===== config.mk =====
export PLATFORM = sky130hd
export DESIGN_NAME = clock_divider_two_four_six
export DESIGN_NICKNAME = d
export VERILOG_FILES = /design/src/hdl/clock_divider_two_four_six.v /design/src/hdl/pin_sync.v
export VERILOG_INCLUDE_DIRS = /design/src /design/src/hdl
export SDC_FILE = /design/constraint.sdc
export NUM_CORES = 1
export LEC_CHECK = 0
export ABC_AREA = 1
export CORE_MARGIN = 3
export CORE_UTILIZATION = 58
export DETAILED_ROUTE_END_ITERATION = 10
export DONT_BUFFER_PORTS = 1
export HOLD_SLACK_MARGIN = 0.12
export PLACE_DENSITY = 0.74
export SYNTH_ARGS = -nofsm -noshare
export SYNTH_HDL_FRONTEND = slang
export SYNTH_SLANG_ARGS = --single-unit

===== constraint.sdc =====
create_clock -name clk_sys -period 2.2 [get_ports clk_sys]
set_input_delay 0.44 -clock clk_sys [delete_from_list [all_inputs] [get_ports clk_sys]]
set_output_delay 0.44 -clock clk_sys [all_outputs]
set_load 0.01 [all_outputs]

===== src/hdl/clock_divider_consts.vh =====
// Constants for the half-rate and quarter/sixth-rate clock divider
// Summary of operation
// - Both dividers advance from the same sampled input clock edge, so common edges line up.
// - Ratio select low makes the slow pair divide by four, high makes it divide by six.
// - The active-low enable is captured on the falling edge of the input clock.
// - Dividers start or stop only while the internal clock is low, so no runt pulse appears.
// - With enable low and master reset low the dividers step on each rising edge; enable high holds them.
// - Master reset high forces every divided output to its reset state, whatever clock and enable do.
// - The alignment output is high for one input clock cycle when both divided outputs rise together.
// - One shared phase counter keeps the half-rate and slow-rate outputs aligned from any start state.
// - Inputs left open read low; the true divided outputs then stay low and their complements stay high.
`ifndef CLOCK_DIVIDER_CONSTS_VH
`define CLOCK_DIVIDER_CONSTS_VH

`define RATIO_SLOW_LOW   3'h4
`define RATIO_SLOW_HIGH  3'h6
`define PHASE_CNT_W      3
`define PHASE_CNT_RESET  3'h0
`define PHASE_CNT_FIRST  3'h1
`define TRUE_OUT_RESET   1'b0
`define COMP_OUT_RESET   1'b1
`define ENABLE_N_RESET   1'b1
`define SYNC_STAGES_RST  1'b0
`define PIN_COUNT        4
`define PIN_IDX_CLK      3
`define PIN_IDX_ENABLE_N 2
`define PIN_IDX_MRESET   1
`define PIN_IDX_RATIO    0

`endif


===== src/hdl/clock_divider_two_four_six.v =====
// Half-rate and quarter/sixth-rate divider of a sampled input clock
`timescale 1ns/1ps
`include "clock_divider_consts.vh"

module clock_divider_two_four_six
#(
  parameter CNT_W = `PHASE_CNT_W
)
(
  // System clock and reset
  input  wire clk_sys,
  input  wire resetn,
  // Pins from the clock source and control
  input  wire clk_in,
  input  wire enable_n,
  input  wire master_reset,
  input  wire ratio_select,
  // Half-rate pair
  output wire half_rate_out_a,
  output wire half_rate_out_a_n,
  output wire half_rate_out_b,
  output wire half_rate_out_b_n,
  // Slow-rate pair
  output wire slow_rate_out_a,
  output wire slow_rate_out_a_n,
  output wire slow_rate_out_b,
  output wire slow_rate_out_b_n,
  // Alignment pulse
  output wire phase_out,
  output wire phase_out_n
);

  // Pin edges are seen three clk_sys cycles late; the input clock must
  // keep each level for one cycle at least, or an edge is lost
  wire [`PIN_COUNT-1:0] pins_s;
  wire                  clk_s;
  wire                  enable_n_s;
  wire                  master_reset_s;
  wire                  ratio_select_s;

  // Pins are asynchronous to clk_sys; an open pin reads low here
  pin_sync #(
    .WIDTH (`PIN_COUNT)
  ) u_pin_sync (
    .clk_sys      (clk_sys),
    .resetn       (resetn),
    .pin_in       ({clk_in, enable_n, master_reset, ratio_select}),
    .pin_sync_out (pins_s)
  );

  assign clk_s          = pins_s[`PIN_IDX_CLK];
  assign enable_n_s     = pins_s[`PIN_IDX_ENABLE_N];
  assign master_reset_s = pins_s[`PIN_IDX_MRESET];
  assign ratio_select_s = pins_s[`PIN_IDX_RATIO];

  reg             clk_prev_ff;
  reg             en_n_ff;
  reg [CNT_W-1:0] cnt_ff;
  reg             half_ff;
  reg             half_n_ff;
  reg             slow_ff;
  reg             slow_n_ff;
  reg             phase_ff;
  reg             phase_n_ff;
  // One flop per output pin, so each pin leaves its own flop
  reg             half_b_ff;
  reg             half_b_n_ff;
  reg             slow_b_ff;
  reg             slow_b_n_ff;

  wire clk_rise;
  wire clk_fall;
  assign clk_rise = clk_s & ~clk_prev_ff;
  assign clk_fall = ~clk_s & clk_prev_ff;

  // Previous level of the synchronised clock, for edge detection
  always @(posedge clk_sys)
  begin
    if (!resetn)
    begin
      clk_prev_ff <= `SYNC_STAGES_RST;
    end
    else
    begin
      clk_prev_ff <= clk_s;
    end
  end

  // Enable flop moves only on the falling edge, while the input clock is low,
  // so a start or stop can never chop a divided high phase short
  always @(posedge clk_sys)
  begin
    if (!resetn)
    begin
      en_n_ff <= `ENABLE_N_RESET;
    end
    else if (clk_fall)
    begin
      en_n_ff <= enable_n_s;
    end
  end

  reg [CNT_W-1:0] ratio;
  reg [CNT_W-1:0] half_ratio;
  reg [CNT_W-1:0] nxt_cnt;
  reg             nxt_half;
  reg             nxt_slow;
  reg             step;
  reg             nxt_phase;

  always @*
  begin
    ratio      = ratio_select_s ? `RATIO_SLOW_HIGH : `RATIO_SLOW_LOW;
    half_ratio = ratio >> 1;
    step       = clk_rise & ~en_n_ff;
    nxt_cnt    = cnt_ff;
    if (step)
    begin
      // Wrap keeps strict parity alternation, even from a stray count
      // left by a ratio change or a random start
      if (cnt_ff >= ratio - `PHASE_CNT_FIRST)
      begin
        nxt_cnt = cnt_ff[0] ? `PHASE_CNT_RESET : `PHASE_CNT_FIRST;
      end
      else
      begin
        nxt_cnt = cnt_ff + `PHASE_CNT_FIRST;
      end
    end
    // One counter drives both outputs, so shared edges fall together
    nxt_half = nxt_cnt[0];
    nxt_slow = (nxt_cnt >= `PHASE_CNT_FIRST) && (nxt_cnt <= half_ratio);
    // A ratio change may move the slow pair at once; change it only
    // under master reset when clean slow edges matter; a hold still re-decodes it
    // Pulse only where both pairs rise on the same step
    nxt_phase = step & nxt_half & ~half_ff & nxt_slow & ~slow_ff;
  end

  // Counter and all pairs clear together, so a master reset leaves
  // every divider on a board at the same phase
  always @(posedge clk_sys)
  begin
    if (!resetn || master_reset_s)
    begin
      cnt_ff <= `PHASE_CNT_RESET;
    end
    else
    begin
      cnt_ff <= nxt_cnt;
    end
  end

  // Half-rate pair
  always @(posedge clk_sys)
  begin
    if (!resetn || master_reset_s)
    begin
      half_ff     <= `TRUE_OUT_RESET;
      half_n_ff   <= `COMP_OUT_RESET;
      half_b_ff   <= `TRUE_OUT_RESET;
      half_b_n_ff <= `COMP_OUT_RESET;
    end
    else
    begin
      half_ff     <= nxt_half;
      half_n_ff   <= ~nxt_half;
      half_b_ff   <= nxt_half;
      half_b_n_ff <= ~nxt_half;
    end
  end

  // Slow-rate pair, stepped by the same counter as the half pair
  always @(posedge clk_sys)
  begin
    if (!resetn || master_reset_s)
    begin
      slow_ff     <= `TRUE_OUT_RESET;
      slow_n_ff   <= `COMP_OUT_RESET;
      slow_b_ff   <= `TRUE_OUT_RESET;
      slow_b_n_ff <= `COMP_OUT_RESET;
    end
    else
    begin
      slow_ff     <= nxt_slow;
      slow_n_ff   <= ~nxt_slow;
      slow_b_ff   <= nxt_slow;
      slow_b_n_ff <= ~nxt_slow;
    end
  end

  // Pulse spans one input period: set and cleared on rising input edges;
  // a held divider still clears it, so it never stretches over a hold
  always @(posedge clk_sys)
  begin
    if (!resetn || master_reset_s)
    begin
      phase_ff   <= `TRUE_OUT_RESET;
      phase_n_ff <= `COMP_OUT_RESET;
    end
    else if (clk_rise)
    begin
      phase_ff   <= nxt_phase;
      phase_n_ff <= ~nxt_phase;
    end
  end

  // Outputs leave straight from their flops
  assign half_rate_out_a   = half_ff;
  assign half_rate_out_a_n = half_n_ff;
  assign half_rate_out_b   = half_b_ff;
  assign half_rate_out_b_n = half_b_n_ff;
  assign slow_rate_out_a   = slow_ff;
  assign slow_rate_out_a_n = slow_n_ff;
  assign slow_rate_out_b   = slow_b_ff;
  assign slow_rate_out_b_n = slow_b_n_ff;
  assign phase_out         = phase_ff;
  assign phase_out_n       = phase_n_ff;

endmodule


===== src/hdl/pin_sync.v =====
// Two-stage synchroniser for a group of pin inputs
`timescale 1ns/1ps
`include "clock_divider_consts.vh"

module pin_sync
#(
  parameter WIDTH = 4
)
(
  // Clock and reset
  input  wire             clk_sys,
  input  wire             resetn,
  // Pins and synchronised copies
  input  wire [WIDTH-1:0] pin_in,
  output wire [WIDTH-1:0] pin_sync_out
);

  reg [WIDTH-1:0] meta_ff;
  reg [WIDTH-1:0] sync_ff;

  genvar i;
  generate
    for (i = 0; i < WIDTH; i = i + 1)
    begin : g_bit
      // First stage feeds only the second stage
      always @(posedge clk_sys)
      begin
        if (!resetn)
        begin
          meta_ff[i] <= `SYNC_STAGES_RST;
          sync_ff[i] <= `SYNC_STAGES_RST;
        end
        else
        begin
          meta_ff[i] <= pin_in[i];
          sync_ff[i] <= meta_ff[i];
        end
      end
    end
  endgenerate

  assign pin_sync_out = sync_ff;

endmodule


==> reports/summary.txt, run 1 <==
Clock Latency Late Sink -> 0.29 ns
Synthesized Nets -> 105
chip height -> 42.2 um
fin crit period -> 1.66 ns
Worst Max-Slew Pin Slew -> 0.300 ns
Crit path largest cell delay -> 0.44 ns
DP Wirelength -> 834 um
clock-pin slew of the registers on the worst-case setup and hold paths -> 0.10 ns
Yosys top cell by area -> dfxtp_1
met1 usage -> 0.165
hold_buf cts -> 0
fmax -> 0.603 GHz
worst relative slew slack -> 0.800
worst hold path class -> in2reg
HP Start -> resetn
RD Place Congestion -> 0.856
CP Class -> reg2reg
row count -> 12
area of the core -> 1170 um^2
total vias in the final route -> 509
hold slack final -> 0.226 ns
DR vias/cell -> 4.76
Slew Limit Fails -> 0
antenna-violating nets left -> 0
area delta synth->final -> 2.64%
CP required -> 2.39 ns
Worst R2R Start -> u_pin_sync.pin_sync_out[3]
Syn Inst Count -> 94
critical path peak fanout -> 6
Hold Crit Depth -> 1
final net count -> 105
met3 GRT Util -> 0.0300
M2 GR Usage -> 0.219
Max Cap Viol -> 0
synth top area cells -> dfxtp_1, inv_1, nand2_1, ha_1, nand3_2
skew final -> 0.00471 ns
worst r2r dst -> phase_out
Yosys cell types -> 17
PostCTS Resize Cnt -> 0
R2R depth -> 8
family with the most delay on the worst path -> adder cells
hold path endpoint -> en_n_ff
drt total wl -> 1040 um
Fillers -> 98
IO Port Bufs -> 0
critical path cell sequence -> nand2_1 -> nor2_2 -> ha_1 -> ha_1 -> nor2_1 -> nand2_2 -> nand4_2 -> a21oi_1
post-synthesis sequential area ratio -> 0.474
CTS tree -> done
final hold vios -> 0
status -> finished, final reports clean
Post-Syn Area -> 759 um^2
first-pass GRT wire length -> 1890 um
crit path max-delay cell type -> dfxtp_1
largest net degree at the start of global routing -> 12
Critical path buffers and inverters -> 0
ant diodes -> 0
Iter 0 DRT Violations -> 5
# IOs -> 16
post-route setup TNS -> 0 ns
Worst path most repeated cell -> ha_1
GRT Total Usage -> 0.138
Yosys reg bits -> 18
Die ar. -> 1780 um^2
Starting Density -> 0.649
Synth warnings -> 0
CTS H-tree lvls -> 1
most frequent cells in the layout -> inv_1, nand2_1, dfxtp_1
busiest layer in global routing -> met2
Overflow after GRT -> 0
final period utilization -> 0.754
Pleak -> 0.409 nW
number of global-route vias before repair -> 495
clock buffer depth -> 2
RSZ-0062 raised after global routing -> no
Pwr Density -> 717 nW/um^2
root buf cell -> clkbuf_4
syn_area_per_cell -> 8.08 um^2
CP Launch Type -> flop
reg2reg setup slack -> 0.54 ns
final count of negative-setup-slack endpoints -> 0
commonest non-fill, non-tap cell in the layout -> inv_1
CP arrival -> 1.85 ns
number of setup buffers added after CTS -> 0
DRT Pass-1 Iters -> 2
Routed WL per cell -> 9.74 um
initial antenna violation count -> 0
CTS buffer count -> 3
share of cells above drive strength 1 -> 0.129
Die X -> 42.2 um
share of the synthesized area in the top cell type -> 0.474
total clock sinks -> 18
Setup crit end kind -> flop
DRC Markers -> 0
worst vdd ir -> 0.000475 V
## worst register-to-register path, stage by stage, from the launching register on
cell,delay (ns)
dfxtp_1,0.44
nand2_1,0.11
nor2_2,0.13
ha_1,0.28
ha_1,0.28
nor2_1,0.13
nand2_2,0.07
nand4_2,0.07
a21oi_1,0.06
## worst max-delay path by stage
stage / startpoint / to / slack (ns) / depth (start not counted)
after CTS: u_pin_sync.pin_sync_out[3] / phase_out / 0.54 / 8
after detailed placement: u_pin_sync.pin_sync_out[3] / phase_out / 0.55 / 8
final: u_pin_sync.pin_sync_out[3] / phase_out / 0.54 / 8
after global routing: clk_prev_ff / slow_rate_out_b / 0.38 / 9
after global placement: cnt_ff[0] / phase_out / 0.58 / 7
after floorplan: u_pin_sync.pin_sync_out[3] / phase_out / 0.65 / 8
## per-layer routing
layer | vias up | part of all wire
li1 | 280 | -
met1 | 217 | 0.49
met2 | 8 | 0.44
met3 | 4 | 0.041
met4 | 0 | 0.027
met5 | - | 0
## cells in the mapped netlist, drive strengths merged
master / number
nor2: 9
nand2: 20
dfxtp: 18
nand3: 6
or2: 1
clkbuf: 1
ha: 5
a21oi: 3
inv: 21
nand4: 4
o21ai: 2
buf: 4
## cell families (layout without fill, tap and decap cells)
kind of cell,count (synthesis),after routing,share of synthesized area
DFF,18,18,0.474
buffers and inverters,26,25,0.148
AOI/OAI and AO/OA,5,5,0.0329
adders and majority gates,5,5,0.0824
and+or+nand+nor,40,40,0.262
## area by class of cell
| type | instances | area, um^2 | share of cell area |
|---|---|---|---|
| clock buffer | 4 | 36.3 | 0.0465 |
| inverter | 21 | 78.8 | 0.101 |
| multi-input combinational | 50 | 287 | 0.368 |
| sequential | 18 | 360 | 0.462 |
| tap | 14 | 17.5 | 0.0225 |
## report_power, final
group	leakage (nW)	internal [mW]	switching (mW)
sequential	0.147	0.336	0.00646
clock	0.0210	0.101	0.0973
combinational	0.241	0.00710	0.0113
total	0.409	0.444	0.115
## per-stage QoR
step	area [um^2]	utilization	power [mW]	setup WS, ns	cells
floorplan	759	-	0.367	0.648	94
global placement	743	0.635	0.368	0.579	103
detailed placement	743	0.635	0.369	0.551	103
CTS	779	0.666	0.563	0.545	107
global route	779	0.666	0.579	0.382	107
finish	779	0.666	0.559	0.541	107
## flip-flops by register name, indices dropped and copies added, names as in the netlist
| signal | cells |
|---|---|
| slow_rate_out_b | 1 |
| slow_rate_out_b_n | 1 |
| u_pin_sync.meta_ff | 4 |
| phase_out | 1 |
| cnt_ff | 3 |
| en_n_ff | 1 |
| clk_prev_ff | 1 |
| phase_out_n | 1 |
| half_rate_out_b_n | 1 |
| u_pin_sync.pin_sync_out | 4 |
Power figures use the tool's default switching activity.
==> run 2: changes to the inputs <==
CORE_UTILIZATION = 52   (was 58)
PLACE_DENSITY = 0.7   (was 0.74)
clock period = 1.34 ns   (was 2.2 ns; I/O delays follow)
==> run 2 against run 1 <==
The run now ends with setup timing left. Critical path depth is 2 higher. Non-clock buffer count is 20 higher. Die area is 9.9% higher. Final area rose by 30%. Critical path type unchanged. Critical endpoint is now phase_out_n.
==> reports/summary.txt, run 2 (synthesis results as in run 1) <==
Worst Max-Slew Pin Slew -> 0.353 ns
DRC Markers -> 0
RSZ-0062 raised after global routing -> yes
DP Wirelength -> 959 um
status -> finished, violations left
Pleak -> 0.511 nW
root buf cell -> clkbuf_4
post-route core utilization -> 0.761
# IOs -> 16
final net count -> 125
total vias in the final route -> 628
Iter 0 DRT Violations -> 6
Starting Density -> 0.569
CP required -> 1.54 ns
Worst R2R Start -> clk_prev_ff
number of global-route vias before repair -> 646
fmax -> 0.685 GHz
CP Class -> reg2reg
crit path from -> clk_prev_ff
Die ar. -> 1950 um^2
CP arrival -> 1.66 ns
fin crit period -> 1.46 ns
CTS tree -> done
commonest non-fill, non-tap cell in the layout -> inv_1
CTS buffer count -> 3
DR vias/cell -> 4.91
antenna-violating nets left -> 0
worst vdd ir -> 0.000549 V
Setup crit end kind -> flop
row count -> 13
R2R depth -> 10
reg2reg setup slack -> -0.12 ns
ant diodes -> 0
worst r2r dst -> phase_out_n
IO Port Bufs -> 0
Routed WL per cell -> 10.6 um
final hold vios -> 0
clock-pin slew of the registers on the worst-case setup and hold paths -> 0.10 ns
initial antenna violation count -> 0
area of the core -> 1330 um^2
Die X -> 44.2 um
largest net degree at the start of global routing -> 11
Worst Setup EP -> phase_out_n
Overflow after GRT -> 0
Pwr Density -> 946 nW/um^2
Final WS setup -> -0.121 ns
Slew Limit Fails -> 0
GRT Total Usage -> 0.173
critical path peak fanout -> 2
DRT Pass-1 Iters -> 2
final count of negative-setup-slack endpoints -> 4
CTS H-tree lvls -> 1
drt total wl -> 1350 um
chip height -> 44.2 um
worst relative slew slack -> 0.764
skew final -> 0.00613 ns
Max Cap Viol -> 0
most frequent cells in the layout -> inv_1, nand2_1, dfxtp_1, buf_4, nor2_1
CP Launch Type -> flop
area delta synth->final -> 33.6%
final period utilization -> 1.09
worst hold path class -> in2reg
violated checks -> setup timing
first-pass GRT wire length -> 2530 um
hold slack final -> 0.198 ns
clock buffer depth -> 2
Clock Latency Late Sink -> 0.29 ns
total clock sinks -> 18
HP Start -> resetn
share of cells above drive strength 1 -> 0.345
RD Place Congestion -> 0.736
==> run 2: cell type report <==
class,count,area (um^2)
Clock buffer,4,36.3
Fill cell,105,319
Inverter,21,78.8
Multi-Input combinational cell,50,354
Sequential cell,18,364
Tap cell,15,18.8
Timing Repair Buffer,20,163
==> run 2: power breakdown <==
group	internal [mW]	switching [mW]
Clock	0.166	0.162
Sequential	0.552	0.00994
Combinational	0.0360	0.0342
Total	0.753	0.207
==> run 2: timing repair <==
action | CTS | global route
buffers inserted | 3 | 2
setup endpoints to repair | 4 | 4
cloned | 0 | 0
gates resized for setup | 3 | 3
pin swaps | 10 | 4
endpoints found under the hold margin | 10 | 0
hold buffers | 5 | 0
==> run 2: routing by layer <==
layer,up-vias,share of wire,track usage
met1,290,0.46,0.202
met5,-,0,0
li1,322,-,-
met4,0,0.0059,0.0542
met2,14,0.49,0.302
met3,2,0.042,0.0528
==> run 2: critical path, stage by stage, from the launching register on <==
cell and delay [ns]:
dfxtp_2 0.33, inv_2 0.07, nand2_4 0.06, nor2_4 0.14, ha_4 0.23, ha_4 0.25
nor2_2 0.03, nand2_2 0.07, nand4_4 0.08, nand2_1 0.07, nand2_1 0.04
==> run 2: worst min-delay path by stage <==
stage,to,slack (ns),cells past startpoint
after detailed placement,en_n_ff,0.36,1
after global routing,slow_rate_out_b_n,0.21,3
after CTS,slow_rate_out_b_n,0.18,3
after floorplan,u_pin_sync.meta_ff[0],0.37,2
after global placement,en_n_ff,0.36,1
final,slow_rate_out_b_n,0.20,3
==> run 2: metrics by stage <==
stage / cell area (um^2) / setup TNS [ns] / total power, mW / instances / setup WS, ns
2_1_floorplan: 798 / -0.233 / 0.608 / 94 / -0.0857
3_3_place_gp: 858 / -0.263 / 0.618 / 114 / -0.0900
3_5_place_dp: 858 / -0.338 / 0.621 / 114 / -0.115
4_1_cts: 982 / -0.283 / 0.969 / 126 / -0.108
5_1_grt: 1010 / -0.711 / 0.997 / 128 / -0.206
6_report: 1010 / -0.380 / 0.960 / 128 / -0.121
